## src/verilog/cssq_pkg.sv

```systemverilog
// constants and types shared by the core supply start-up sequencer
package cssq_pkg;
  // clock rate in kHz (40 MHz core clock)
  localparam int CLK_KHZ = 40000;
  // delay from enable to start of the soft-start ramp, in microseconds
  localparam int START_DELAY_US = 100;
  localparam int START_DELAY_CYC = START_DELAY_US * CLK_KHZ / 1000;
  // power-good time from enable, in milliseconds
  localparam int POWER_GOOD_OUT_TIME_MS = 7;
  localparam int POWER_GOOD_OUT_CYC = POWER_GOOD_OUT_TIME_MS * CLK_KHZ;
  // clock-enable release count after the output settles near boot
  localparam int CLK_EN_COUNT = 13;
  localparam logic [3:0] CLK_EN_LAST = 4'(CLK_EN_COUNT - 1);
  // voltages in units of 0.1 mV
  localparam int MV_W = 14;
  localparam logic [13:0] BOOT_MV = 14'h2EE0;    // 1.2000 V
  localparam logic [13:0] NEAR_MV = 14'h00C8;    // 20.0 mV window
  localparam logic [13:0] VID_BASE_MV = 14'h3A98; // 1.5000 V at code 0
  localparam logic [13:0] VID_STEP_MV = 14'h007D; // 12.5 mV per code step
  localparam logic [6:0] VID_ZERO_CODE = 7'h78;  // codes from here up give 0 V
  localparam logic [13:0] ZERO_MV = 14'h0000;
  localparam int ELAPSED_W = 20;
  typedef enum logic [2:0] {
    cssq_idle,
    cssq_delay,
    cssq_ramp,
    cssq_count,
    cssq_slew,
    cssq_run
  } cssq_state_type;
endpackage

```

## src/verilog/cssq_vid_decoder.sv

```systemverilog
// decodes the 7-bit voltage identification code into a target voltage
`timescale 1ns/100ps
module cssq_vid_decoder (
  input wire logic [6:0] voltage_id_code,
  output logic [13:0] vid_target_mv
);
  wire logic [13:0] code_ext;
  wire logic [27:0] step_product;
  wire logic in_range;

  // bit 0 is the least significant bit of the code
  assign code_ext = {7'h00, voltage_id_code};
  assign step_product = code_ext * cssq_pkg::VID_STEP_MV;
  assign in_range = voltage_id_code < cssq_pkg::VID_ZERO_CODE;
  // top eight codes floor at zero volts instead of wrapping negative
  assign vid_target_mv = in_range ? 14'(cssq_pkg::VID_BASE_MV - step_product[13:0]) : cssq_pkg::ZERO_MV;
endmodule

```

## src/verilog/cssq_sequencer.sv

```systemverilog
// start-up sequencer and target selection for the core supply controller
// Functional notes
// start only on enable rising while control supply is above power-on-reset level
// after about 100 us delay, ramp soft-start and output toward 1.2 V boot
// during start-up force continuous conduction; ignore sleep and diode-emulation inputs
// use low soft-start current while ramping to boot voltage
// once output within 20 mV of boot, count 13 clocks, then drive clock-enable low
// with clock-enable asserted use high soft-start current, slewing toward code voltage
// raise power-good about 7 ms after enable, after moving to code voltage
// after start-up the target comes from the 7-bit identification code
// code 0 means 1.5000 V, each step lowers target 12.5 mV
// identification input 0 is least significant, input 6 most significant
// enable low abandons sequence, drops power-good and clock-enable, returns idle
`timescale 1ns/100ps
module cssq_sequencer #(
  parameter int POWER_GOOD_OUT_CYCLES = cssq_pkg::POWER_GOOD_OUT_CYC
) (
  input wire logic core_clk,
  input wire logic rst_b,
  input wire logic regulator_enable_in,
  input wire logic supply_above_por,
  input wire logic [13:0] output_voltage_sense,
  input wire logic [6:0] voltage_id_code,
  input wire logic sleep_request,
  input wire logic diode_emulation_request,
  output logic forced_continuous_conduction,
  output logic diode_emulation_en,
  output logic soft_ramp_en,
  output logic soft_current_high,
  output logic [13:0] target_mv,
  output logic clk_enable_b,
  output logic power_good_out
);
  cssq_pkg::cssq_state_type state;
  cssq_pkg::cssq_state_type next_state;
  logic enable_prev;
  logic [19:0] elapsed;
  logic [3:0] settle_count;
  logic [13:0] next_target_mv;
  logic next_clk_enable_b;
  logic next_power_good;
  wire logic [13:0] vid_target_mv;
  wire logic go_on;
  wire logic start_req;
  wire logic near_boot;
  wire logic delay_done;
  wire logic power_good_out_time;
  wire logic settle_done;
  wire logic startup_active;
  wire logic code_phase;

  cssq_vid_decoder u_vid_decoder (
    .voltage_id_code(voltage_id_code),
    .vid_target_mv(vid_target_mv)
  );

  assign go_on = regulator_enable_in && supply_above_por;
  assign start_req = regulator_enable_in && !enable_prev && supply_above_por;
  assign near_boot = (output_voltage_sense >= 14'(cssq_pkg::BOOT_MV - cssq_pkg::NEAR_MV)) &&
                     (output_voltage_sense <= 14'(cssq_pkg::BOOT_MV + cssq_pkg::NEAR_MV));
  assign delay_done = elapsed == 20'(cssq_pkg::START_DELAY_CYC - 1);
  assign power_good_out_time = elapsed >= 20'(POWER_GOOD_OUT_CYCLES - 1);
  assign settle_done = settle_count == cssq_pkg::CLK_EN_LAST;
  assign startup_active = (state != cssq_pkg::cssq_idle) && (state != cssq_pkg::cssq_run);

  always_comb begin
    next_state = state;
    case (state)
      cssq_pkg::cssq_idle: begin
        if (start_req) begin
          next_state = cssq_pkg::cssq_delay;
        end
      end
      cssq_pkg::cssq_delay: begin
        if (delay_done) begin
          next_state = cssq_pkg::cssq_ramp;
        end
      end
      cssq_pkg::cssq_ramp: begin
        if (near_boot) begin
          next_state = cssq_pkg::cssq_count;
        end
      end
      cssq_pkg::cssq_count: begin
        if (settle_done) begin
          next_state = cssq_pkg::cssq_slew;
        end
      end
      cssq_pkg::cssq_slew: begin
        if (power_good_out_time) begin
          next_state = cssq_pkg::cssq_run;
        end
      end
      cssq_pkg::cssq_run: begin
        next_state = cssq_pkg::cssq_run;
      end
      default: begin
        next_state = cssq_pkg::cssq_idle;
      end
    endcase
    // losing enable or the control supply wins over every other step
    if (!go_on) begin
      next_state = cssq_pkg::cssq_idle;
    end
  end

  // boot level until clock-enable asserts, then the decoded code
  // clock-enable and target share one decode so they can never disagree
  assign code_phase = (next_state == cssq_pkg::cssq_slew) || (next_state == cssq_pkg::cssq_run);
  assign next_clk_enable_b = !code_phase;
  assign next_power_good = next_state == cssq_pkg::cssq_run;
  assign next_target_mv = next_clk_enable_b ? cssq_pkg::BOOT_MV : vid_target_mv;

  always_ff @(posedge core_clk or negedge rst_b) begin
    if (!rst_b) begin
      state <= cssq_pkg::cssq_idle;
      enable_prev <= 1'b0;
      clk_enable_b <= 1'b1;
      power_good_out <= 1'b0;
      target_mv <= cssq_pkg::BOOT_MV;
    end else begin
      state <= next_state;
      enable_prev <= regulator_enable_in;
      clk_enable_b <= next_clk_enable_b;
      power_good_out <= next_power_good;
      target_mv <= next_target_mv;
    end
  end

  // elapsed time since enable; saturates so a long run never wraps
  always_ff @(posedge core_clk or negedge rst_b) begin
    if (!rst_b) begin
      elapsed <= 20'h00000;
    end else if (state == cssq_pkg::cssq_idle) begin
      elapsed <= 20'h00000;
    end else if (elapsed != 20'hFFFFF) begin
      elapsed <= elapsed + 20'h00001;
    end
  end

  always_ff @(posedge core_clk or negedge rst_b) begin
    if (!rst_b) begin
      settle_count <= 4'h0;
    end else if (state == cssq_pkg::cssq_count) begin
      settle_count <= settle_count + 4'h1;
    end else begin
      settle_count <= 4'h0;
    end
  end

  // sleep and diode-emulation only act once start-up has finished
  assign diode_emulation_en = (state == cssq_pkg::cssq_run) && (sleep_request || diode_emulation_request);
  assign forced_continuous_conduction = !diode_emulation_en;
  assign soft_ramp_en = (state != cssq_pkg::cssq_idle) && (state != cssq_pkg::cssq_delay);
  assign soft_current_high = !clk_enable_b;
endmodule

```

## config.mk

```make
export PLATFORM = sky130hd
export DESIGN_NAME = cssq_sequencer
export DESIGN_NICKNAME = d
export VERILOG_FILES = /design/src/verilog/cssq_pkg.sv /design/src/verilog/cssq_vid_decoder.sv /design/src/verilog/cssq_sequencer.sv
export SDC_FILE = /design/constraint.sdc
export NUM_CORES = 1
export LEC_CHECK = 0
export ABC_CLOCK_PERIOD_IN_PS = 3700
export BUFFER_PORTS_ARGS = -buffer_cell sky130_fd_sc_hd__buf_4
export CORE_ASPECT_RATIO = 0.5
export CORE_MARGIN = 2
export CORE_UTILIZATION = 55
export DETAILED_ROUTE_END_ITERATION = 16
export PLACE_DENSITY_LB_ADDON = 0.3
export SLEW_MARGIN = 20
export SYNTH_ARGS = -nofsm -noshare
export SYNTH_HDL_FRONTEND = slang
export SYNTH_SLANG_ARGS = --single-unit
```

## constraint.sdc

```tcl
create_clock -name core_clk -period 3.7 [get_ports core_clk]
set_input_delay 0.185 -clock core_clk [delete_from_list [all_inputs] [get_ports core_clk]]
set_output_delay 0.185 -clock core_clk [all_outputs]
set_load 0.005 [all_outputs]
```

==> key figures, run 1 <==
Status
  – Status: finished, final reports clean

Critical path
  – Worst setup EP type: flop
  – Setup Crit Path Kind: in -> reg
  – Worst Path Arrival: 3.68 ns
  – CP max FO: 5
  – CP Launch Type: input pin
  – Crit path required time: 3.90 ns

Yosys
  – Post-synthesis sequential area ratio: 0.314
  – Yosys cell types: 56
  – Syn. warnings: 0
  – Post-Syn Area: 3540 sq um
  – #FFs+latches synth: 44
  – Post-synth EDFFs: 0
  – Synthesized area per cell: 9.59 sq um
  – Syn_nets: 458
  – Post-Syn Instances: 369
  – Asr flop ratio synth: 1.00
  – Top_reg_cell synth: dfrtp_1

Final layout
  – Area of the multi-input gates: 2210 sq um
  – Final instance area: 4300 sq um
  – Non-filler cells, final: 527
  – Layout net count: 527
  – Layout cell share with drive strength beyond 1: 0.235
  – Area grow syn2layout: 21.5%
  – Final antenna diode count: 0
  – Sequential Area: 1110 sq um
  – Fill cells: 473

Place
  – Place WS: -0.211 ns
  – # port buffers: 46
  – Placed Area: 4130 sq um
  – RD Place Congestion: 0.875
  – DP HPWL: 5.81 mm
  – Cell count after placement: 518

Clocking
  – CTS tree: done
  – Max H-tree Level: 2
  – Clock Sink Count: 44
  – Num CTS Buffers: 5
  – Max Buffers Root-to-Sink: 2
  – Clock root cell: clkbuf_16
  – Skew-Pair Late Insertion Delay: 0.28 ns
  – Setup bufs post-CTS: 0
  – Clock-pin transition on the worst setup and hold timing paths: 0.06 ns

STA
  – Max-slew headroom: 0.529
  – Max Clock Freq: 287 MHz
  – Setup slack after layout: 0.220 ns
  – Setup violators final: 0
  – Hold WS: 0.0168 ns
  – Minimum clock period: 3.48 ns
  – Final worst path period share: 0.940
  – Slew Viols, Final: 0
  – Least-Margin Pin Slew: 0.706 ns
  – Unrepaired setup endpoints after global routing: no
  – Layout Skew: 0.00483 ns
  – Final Hold Vio Count: 0

Floorplanning
  – Die width: 117 um
  – Core footprint: 6130 sq um
  – Starting Density: 0.577
  – Die ar.: 7130 sq um
  – Die height: 60.7 um
  – IO Pins: 47
  – Cell row count: 20

Worst hold path
  – HP Class: in -> reg

GRT
  – Total gr overflow: 0
  – Pin count of the biggest net entering global routing: 45
  – First-pass GRT wire length: 12.7 mm
  – Vias in the first global route: 2849
  – Antenna violations before repair: 0
  – GRT Total Usage: 0.221

Power and ir drop
  – Leak: 2.12 nW
  – P per Cell Area: 474 nW/um^2
  – Peak supply drop: 254 uV

Flow run
  – # Max-Cap Violations: 0

Detailed routing
  – Routed Antenna Nets: 0
  – Via-to-Cell Ratio: 5.33
  – DR pass1 iterations: 4
  – Routed WL per cell: 13.9 um
  – Final routed DRC violation total: 0
  – Via count: 2809
  – WL final: 7.35 mm
  – DR iter-0 viols: 84
==> layout by cell type, fill, tap and decap left out, types with 3 or more instances in the layout <==
cell type	netlist	routed
buf_4	0	68
inv_1	55	54
ha_1	42	41
dfrtp_1	36	36
nor2_1	35	34
nand2_1	21	21
fa_1	20	20
xor2_1	15	15
nand4_1	10	10
o21ai_0	12	10
a21oi_1	10	9
a31oi_1	9	9
xnor2_1	9	9
nand3_1	8	8
dfstp_2	8	8
and3_1	7	7
o21a_1	6	6
nor3_1	5	5
clkbuf_16	0	5
nor3b_1	4	4
a21o_1	4	4
o211ai_1	3	3
nor2b_1	3	3
a211oi_1	3	3
==> stage by stage <==
| stage | utilization | setup TNS [ns] | power (mW) |
|---|---|---|---|
| 6_report | 0.701 | 0 | 2.04 |
| 5_1_grt | 0.701 | 0 | 2.20 |
| 4_1_cts | 0.697 | 0 | 1.99 |
| 3_5_place_dp | 0.673 | -0.816 | 1.56 |
| 3_3_place_gp | 0.673 | -0.314 | 1.51 |
| 2_1_floorplan | - | 0 | 1.22 |
==> cell families after synthesis <==
logic type | synth area share
AOI/OAI and AO/OA | 0.119
and+or+nand+nor | 0.173
muxes | 0.00283
xor gates and xnor gates | 0.0594
adders and majority gates | 0.262
buffers and inverters | 0.0704
DFF | 0.314
==> power breakdown <==
part / internal (mW) / switching (mW) / total (mW)
sequential: 0.483 / 0.00139 / 0.484
clock: 0.249 / 0.172 / 0.421
combinational: 0.556 / 0.577 / 1.13
total: 1.29 / 0.750 / 2.04
==> layout make-up <==
cell class / count / area share
clock buffers: 7 / 0.0308
clock inverters: 1 / 0.00116
inverters: 56 / 0.0500
multi-input cells: 262 / 0.513
flip-flops and latches: 44 / 0.258
well taps: 88 / 0.0256
repair buffers: 69 / 0.121
==> layer usage <==
metal	GRT usage	wire [um]
met2	0.434	3820
met1	0.268	3250
met3	0.0282	208
met4	0.0602	73
met5	0	0
==> path summary, 6_finish.rpt <==
kind / from / endpoint / slack [ns] / depth (start not counted)
worst max-delay path: voltage_id_code[2] / target_mv[11] / 0.22 / 16
worst min-delay path: regulator_enable_in / enable_prev / 0.02 / 1
worst max register to register: elapsed[0] / elapsed[9] / 1.54 / 7
worst min register to register: settle_count[0] / settle_count[0] / 0.52 / 1
max in group asynchronous: rst_b / target_mv[10] / 2.88 / 2
min in group asynchronous: rst_b / target_mv[1] / 0.42 / 2
==> flip-flops by register name, summed over array words and instances (netlist names) <==
signal	count
settle_count	4
power_good_out	1
clk_enable_b	1
enable_prev	1
elapsed	20
target_mv	14
state	3
==> timing repair <==
action	in CTS	in global routing
setup endpoints to repair	0	5
gates resized for setup	0	6
hold buffers	1	0
endpoints found under the hold margin	36	0
==> worst max-delay path, cell delays in order <==
cell	delay, ns
buf_4	0.10
clkinvlp_4	0.08
buf_4	0.16
fa_1	0.50
fa_1	0.51
inv_1	0.06
fa_1	0.48
ha_1	0.29
inv_1	0.04
ha_1	0.34
a21o_1	0.22
o21ai_2	0.17
o21bai_1	0.08
a21o_1	0.19
xnor2_1	0.12
o21ai_0	0.15
==> cell usage after synthesis (2+ instances only) <==
library cell  instances  area share
a21oi_1              10       0.014
fa_1                 20        0.11
nor4b_1               2      0.0050
and2_1                2      0.0035
a31oi_1               9       0.016
inv_1                55       0.058
nor3b_1               4      0.0085
and3_1                7       0.012
nor3_1                5      0.0071
ha_1                 42        0.15
nor2_1               35       0.037
xor2_1               15       0.037
nand2_1              21       0.022
a211oi_1              3      0.0064
buf_2                 3      0.0042
and4_2                2      0.0057
xnor2_1               9       0.022
nand3_1               8       0.011
dfstp_2               8       0.059
clkbuf_1              3      0.0032
o211ai_1              3      0.0064
nand4_1              10       0.018
a21o_1                4      0.0085
dfrtp_1              36        0.25
nor2b_1               3      0.0053
o21ai_0              12       0.017
o21a_1                6       0.013
o31ai_1               3      0.0064
o22ai_1               2      0.0035
Note: power is estimated with default switching activity, not from simulation.
==> inputs of run 2 (changes only) <==
--- a/config.mk
+++ b/config.mk
@@ -11,6 +11,7 @@
 export CORE_MARGIN = 2
 export CORE_UTILIZATION = 55
 export DETAILED_ROUTE_END_ITERATION = 16
+export GPL_TIMING_DRIVEN = 0
 export PLACE_DENSITY_LB_ADDON = 0.3
 export SLEW_MARGIN = 20
 export SYNTH_ARGS = -nofsm -noshare
==> key figures, run 2 (synthesis gave the netlist of run 1 again) <==
Final layout
  – Area of the multi-input gates: 2210 sq um (unchanged)
  – Largest Register: elapsed (unchanged)
  – Final antenna diode count: 0 (unchanged)
  – Area grow syn2layout: 20.1% (was 21.5%)
  – Sequential Area: 1110 sq um (unchanged)
  – Most frequent cells in the layout: inv_1 (50), buf_4 (50), ha_1 (40), dfrtp_1 (36), nor2_1 (35) (was buf_4 (68), inv_1 (54), ha_1 (41), dfrtp_1 (36), nor2_1 (34))
  – Non-filler cells, final: 519 (was 527)
  – Layout net count: 519 (was 527)
  – Fill cells: 462 (was 473)
  – Layout cell share with drive strength beyond 1: 0.225 (was 0.235)
  – Biggest regs: elapsed (20), target_mv (14), settle_count (4) (unchanged)
  – Largest register FFs: 20 (unchanged)

Place
  – # port buffers: 46 (unchanged)
  – Cell count after placement: 503 (was 518)
  – DP HPWL: 5.72 mm (was 5.81 mm)
  – RD Place Congestion: 0.840 (was 0.875)

Status
  – Status: finished, final reports clean (unchanged)

STA
  – Setup violators final: 0 (unchanged)
  – Slew Viols, Final: 0 (unchanged)
  – Final Hold Vio Count: 0 (unchanged)
  – Final worst path period share: 0.974 (was 0.940)
  – Max Clock Freq: 278 MHz (was 287 MHz)
  – Least-Margin Pin Slew: 0.621 ns (was 0.706 ns)
  – Max-slew headroom: 0.585 (was 0.529)
  – Unrepaired setup endpoints after global routing: yes (was no)
  – Layout Skew: 0.00436 ns (was 0.00483 ns)
  – Minimum clock period: 3.60 ns (was 3.48 ns)

Power and ir drop
  – Leak: 2.06 nW (was 2.12 nW)
  – P per Cell Area: 451 nW/um^2 (was 474 nW/um^2)
  – Power, Total: 1.92 mW (was 2.04 mW)
  – Peak supply drop: 284 uV (was 254 uV)

Flow run
  – # Max-Cap Violations: 0 (unchanged)

Detailed routing
  – Final routed DRC violation total: 0 (unchanged)
  – DR pass1 iterations: 5 (was 4)
  – DR iter-0 viols: 141 (was 84)
  – Routed Antenna Nets: 0 (unchanged)
  – WL final: 7.31 mm (was 7.35 mm)
  – Via-to-Cell Ratio: 5.34 (was 5.33)
  – Via count: 2771 (was 2809)
  – Routed WL per cell: 14.1 um (was 13.9 um)

Clocking
  – Clock root cell: clkbuf_16 (unchanged)
  – CTS tree: done (unchanged)
  – Clock-pin transition on the worst setup and hold timing paths: 0.06 ns (about the same)
  – Max Buffers Root-to-Sink: 2 (unchanged)
  – Num CTS Buffers: 5 (unchanged)
  – Skew-Pair Late Insertion Delay: 0.28 ns (about the same)
  – Max H-tree Level: 2 (unchanged)
  – Clock Sink Count: 44 (unchanged)

Floorplanning
  – Die height: 60.7 um (unchanged)
  – IO Pins: 47 (unchanged)
  – Core footprint: 6130 sq um (unchanged)
  – Die width: 117 um (unchanged)
  – Cell row count: 20 (unchanged)
  – Starting Density: 0.577 (unchanged)
  – Die ar.: 7130 sq um (unchanged)

Critical path
  – Setup Crit Path Kind: in -> reg (unchanged)
  – CP max FO: 4 (was 5)
  – RR Startpoint: elapsed[0] (unchanged)
  – FF-to-FF End: elapsed[10] (was elapsed[9])
  – R2R Setup Slk: 1.64 ns (was 1.54 ns)
  – CP Launch Type: input pin (unchanged)
  – Worst setup EP type: flop (unchanged)
  – Worst-case reg-to-reg path depth: 8 (was 7)
  – Crit path required time: 3.91 ns (was 3.90 ns)
  – Worst Path Arrival: 3.81 ns (was 3.68 ns)

GRT
  – Antenna violations before repair: 0 (unchanged)
  – Total gr overflow: 0 (unchanged)
  – GRT Total Usage: 0.214 (was 0.221)
  – Pin count of the biggest net entering global routing: 45 (unchanged)
  – First-pass GRT wire length: 12.3 mm (was 12.7 mm)
  – Vias in the first global route: 2760 (was 2849)

Worst hold path
  – HP Class: in -> reg (unchanged)
  – Min-Delay Path Depth: 1 (unchanged)
  – Worst Min Path Start: regulator_enable_in (unchanged)
  – Hold Path End: enable_prev (unchanged)
run 2: stage by stage:
step | hold WS, ns | util | setup WS (ns) | cell area [sq um] | TNS [ns]
final | 0.0170 | 0.693 | 0.0964 | 4250 | 0
after global routing | 0.0152 | 0.693 | -0.0521 | 4250 | -0.0875
after CTS | 0.0171 | 0.679 | 0.0271 | 4160 | 0
after detailed placement | 0.209 | 0.652 | -0.427 | 4000 | -1.77
after global placement | 0.193 | 0.652 | -0.350 | 4000 | -1.34
after floorplan | -0.111 | - | 0.0173 | 3540 | 0
run 2: layout make-up:
| cell class | count | area share |
|---|---|---|
| buffer | 7 | 0.00883 |
| sequential | 44 | 0.261 |
| inverter | 56 | 0.0521 |
| clock inverter | 2 | 0.00294 |
| tap | 88 | 0.0259 |
| clock buffer | 6 | 0.0303 |
| multi-input combinational | 262 | 0.519 |
| timing repair buffer | 54 | 0.0995 |
run 2: how the worst max path moves through the flow:
stage	startpoint	end	slack, ns	cells after the start
6_report	voltage_id_code[1]	target_mv[13]	0.1	15
3_3_place_gp	voltage_id_code[2]	target_mv[13]	-0.35	15
2_1_floorplan	voltage_id_code[2]	target_mv[12]	0.02	14
4_1_cts	voltage_id_code[0]	target_mv[10]	0.03	15
3_5_place_dp	voltage_id_code[2]	target_mv[12]	-0.43	15
5_1_grt	voltage_id_code[2]	target_mv[11]	-0.05	16
run 2: layer usage:
| metal | up-vias | routed length, um | global-route usage |
|---|---|---|---|
| li1 | 1364 | - | - |
| met1 | 1347 | 3180 | 0.260 |
| met2 | 56 | 3820 | 0.415 |
| met3 | 4 | 250 | 0.0320 |
| met4 | 0 | 60 | 0.0602 |
| met5 | - | 0 | 0 |
run 2: power breakdown:
part	internal (mW)	total [mW]	switching [mW]
Sequential	0.483	0.484	0.000812
Combinational	0.467	1.01	0.542
Clock	0.249	0.425	0.176
run 2: what timing repair did:
item                                    in CTS  in global routing
endpoints found under the setup margin       4                  5
pin swaps                                    6                 10
buffers inserted                             1                  6
cloned                                       0                  0
hold buffers                                 1                  0
endpoints found under the hold margin       36                  0
resized for setup                            2                 14
run 2: critical path: stages:
cell and delay [ns]:
buf_6 0.09, clkinvlp_4 0.11, fa_1 0.50, inv_2 0.05, fa_1 0.56, fa_1 0.44
fa_1 0.52, inv_2 0.05, ha_4 0.28, o211ai_1 0.11, o211a_1 0.28, o31ai_2 0.24
a21oi_1 0.10, xnor2_1 0.14, o21ai_1 0.15
==> inputs of run 3 (changes only) <==
--- a/config.mk
+++ b/config.mk
@@ -12,7 +12,7 @@
 export CORE_UTILIZATION = 55
 export DETAILED_ROUTE_END_ITERATION = 16
 export GPL_TIMING_DRIVEN = 0
-export PLACE_DENSITY_LB_ADDON = 0.3
+export PLACE_DENSITY = 0.83
 export SLEW_MARGIN = 20
 export SYNTH_ARGS = -nofsm -noshare
 export SYNTH_HDL_FRONTEND = slang
==> key figures, run 3 (synthesis gave the netlist of run 1 again) <==
Detailed routing
  – Routed WL per cell: 12.9 um (was 14.1 um)
  – Final routed DRC violation total: 0 (unchanged)
  – Via-to-Cell Ratio: 5.34 (about the same)
  – DR iter-0 viols: 151 (was 141)
  – DR pass1 iterations: 4 (was 5)
  – WL final: 6.63 mm (was 7.31 mm)
  – Via count: 2740 (was 2771)
  – Routed Antenna Nets: 0 (unchanged)

Final layout
  – Area grow syn2layout: 19.3% (was 20.1%)
  – Biggest regs: elapsed (20), target_mv (14), settle_count (4) (unchanged)
  – Largest Register: elapsed (unchanged)
  – Most frequent cells in the layout: inv_1 (53), buf_4 (47), ha_1 (40), dfrtp_1 (36), nor2_1 (35) (was inv_1 (50), buf_4 (50), ha_1 (40), dfrtp_1 (36), nor2_1 (35))
  – Layout net count: 513 (was 519)
  – Final antenna diode count: 0 (unchanged)
  – Largest register FFs: 20 (unchanged)
  – Layout cell share with drive strength beyond 1: 0.209 (was 0.225)
  – Final Util: 0.688 (was 0.693)
  – Most common cell after layout, fill and taps aside: inv_1

Status
  – Status: finished, final reports clean (unchanged)

Floorplanning
  – IO Pins: 47 (unchanged)
  – Die width: 117 um (unchanged)
  – Die height: 60.7 um (unchanged)
  – Starting Density: 0.577 (unchanged)
  – Core footprint: 6130 sq um (unchanged)
  – Die ar.: 7130 sq um (unchanged)
  – Cell row count: 20 (unchanged)

STA
  – Final worst path period share: 0.968 (was 0.974)
  – Least-Margin Pin Slew: 0.586 ns (was 0.621 ns)
  – Unrepaired setup endpoints after global routing: no (was yes)
  – Minimum clock period: 3.58 ns (was 3.60 ns)
  – Setup violators final: 0 (unchanged)
  – Max Clock Freq: 279 MHz (was 278 MHz)
  – Layout Skew: 0.00441 ns (was 0.00436 ns)
  – Final Hold Vio Count: 0 (unchanged)
  – Max-slew headroom: 0.608 (was 0.585)
  – Slew Viols, Final: 0 (unchanged)

Power and ir drop
  – Pint: 1.27 mW (was 1.20 mW)
  – P per Cell Area: 467 nW/um^2 (was 451 nW/um^2)
  – Sw Pwr: 0.706 mW (was 0.718 mW)
  – Power, Total: 1.97 mW (was 1.92 mW)
  – Sw frac: 0.358 (was 0.375)
  – Peak supply drop: 378 uV (was 284 uV)
  – Leak: 2.05 nW (was 2.06 nW)
  – Sequential power share: 0.245 (was 0.252)
  – Clk pwr share: 0.263 (was 0.222)
  – Power share of the combinational group: 0.492 (was 0.526)

GRT
  – Total gr overflow: 0 (unchanged)
  – Vias in the first global route: 2711 (was 2760)
  – GRT Total Usage: 0.201 (was 0.214)
  – Antenna violations before repair: 0 (unchanged)
  – Pin count of the biggest net entering global routing: 45 (unchanged)
  – First-pass GRT wire length: 11.6 mm (was 12.3 mm)

Critical path
  – Setup Crit Path Kind: in -> reg (unchanged)
  – CP max FO: 4 (unchanged)
  – Worst Path Arrival: 3.79 ns (was 3.81 ns)
  – Worst setup EP type: flop (unchanged)
  – Crit path required time: 3.91 ns (about the same)
  – CP Launch Type: input pin (unchanged)

Clocking
  – Clock Sink Count: 44 (unchanged)
  – Clock-pin transition on the worst setup and hold timing paths: 0.06 ns (about the same)
  – Skew-Pair Late Insertion Delay: 0.28 ns (about the same)
  – Num CTS Buffers: 5 (unchanged)
  – Max Buffers Root-to-Sink: 2 (unchanged)
  – Clock root cell: clkbuf_16 (unchanged)
  – Max H-tree Level: 2 (unchanged)
  – CTS tree: done (unchanged)

Place
  – # port buffers: 46 (unchanged)
  – RD Place Congestion: 0.839 (was 0.840)
  – DP HPWL: 5.06 mm (was 5.72 mm)

Flow run
  – # Max-Cap Violations: 0 (unchanged)

Worst hold path
  – HP Class: in -> reg (unchanged)
==> run 3: critical path, stage by stage <==
cell and delay (ns):
buf_4 0.10, inv_1 0.10, fa_1 0.52, inv_1 0.07, fa_1 0.52, fa_1 0.44, fa_1 0.55, inv_1 0.07
ha_4 0.28, o211ai_1 0.11, o211a_1 0.28, o31ai_2 0.19, a21oi_1 0.11, xnor2_1 0.20, o21ai_1 0.08
==> run 3: metrics by stage <==
stage	setup TNS, ns	instances	hold WS [ns]	instance area (sq um)	setup WS, ns
after detailed placement	-1.76	503	0.201	4000	-0.423
after CTS	0	513	0.0122	4200	0.00479
after global placement	-1.40	503	0.193	4000	-0.360
after floorplan	0	369	-0.111	3540	0.0173
after global routing	0	513	0.00927	4220	0.00868
final	0	513	0.0140	4220	0.118
==> run 3: final cells by class <==
class	instances	area [sq um]
Clock inverter	2	38.8
Fill cell	466	1910
Buffer	7	37.5
Multi-Input combinational cell	262	2210
Timing Repair Buffer	48	363
Sequential cell	44	1110
Inverter	56	215
Tap cell	88	110
Clock buffer	6	139
==> run 3: path summary, 6_finish.rpt <==
check,startpoint,end,slack [ns],cells past startpoint
max,voltage_id_code[1],target_mv[13],0.12,15
min,regulator_enable_in,enable_prev,0.01,1
max reg2reg,elapsed[0],elapsed[8],1.54,8
min reg2reg,settle_count[0],settle_count[0],0.49,1
max in group asynchronous,rst_b,target_mv[10],2.90,2
min in group asynchronous,rst_b,target_mv[2],0.42,2
==> run 3: metal layers <==
metal,vias to the layer above,track usage,part of all wire
li1,1357,-,-
met4,0,0.0878,0.015
met2,57,0.361,0.49
met5,-,0,0
met3,11,0.0310,0.034
met1,1315,0.253,0.46
==> run 3: power groups by stage <==
| stage | registers, mW | clock network, mW | logic [mW] |
|---|---|---|---|
| after global routing | 0.483 | 0.549 | 1.12 |
| after floorplan | 0.492 | 0 | 0.725 |
| after detailed placement | 0.492 | 0 | 0.902 |
| after CTS | 0.483 | 0.521 | 0.931 |
| after global placement | 0.492 | 0 | 0.886 |
| final | 0.483 | 0.518 | 0.970 |
==> run 3: repair_timing <==
action / 4_1_cts / 5_1_grt
setup buffers: 1 / 0
hold buffers: 1 / 0
pin swaps: 1 / 4
endpoints found under the setup margin: 4 / 5
resized for setup: 2 / 6
hold endpoints to repair: 36 / 0
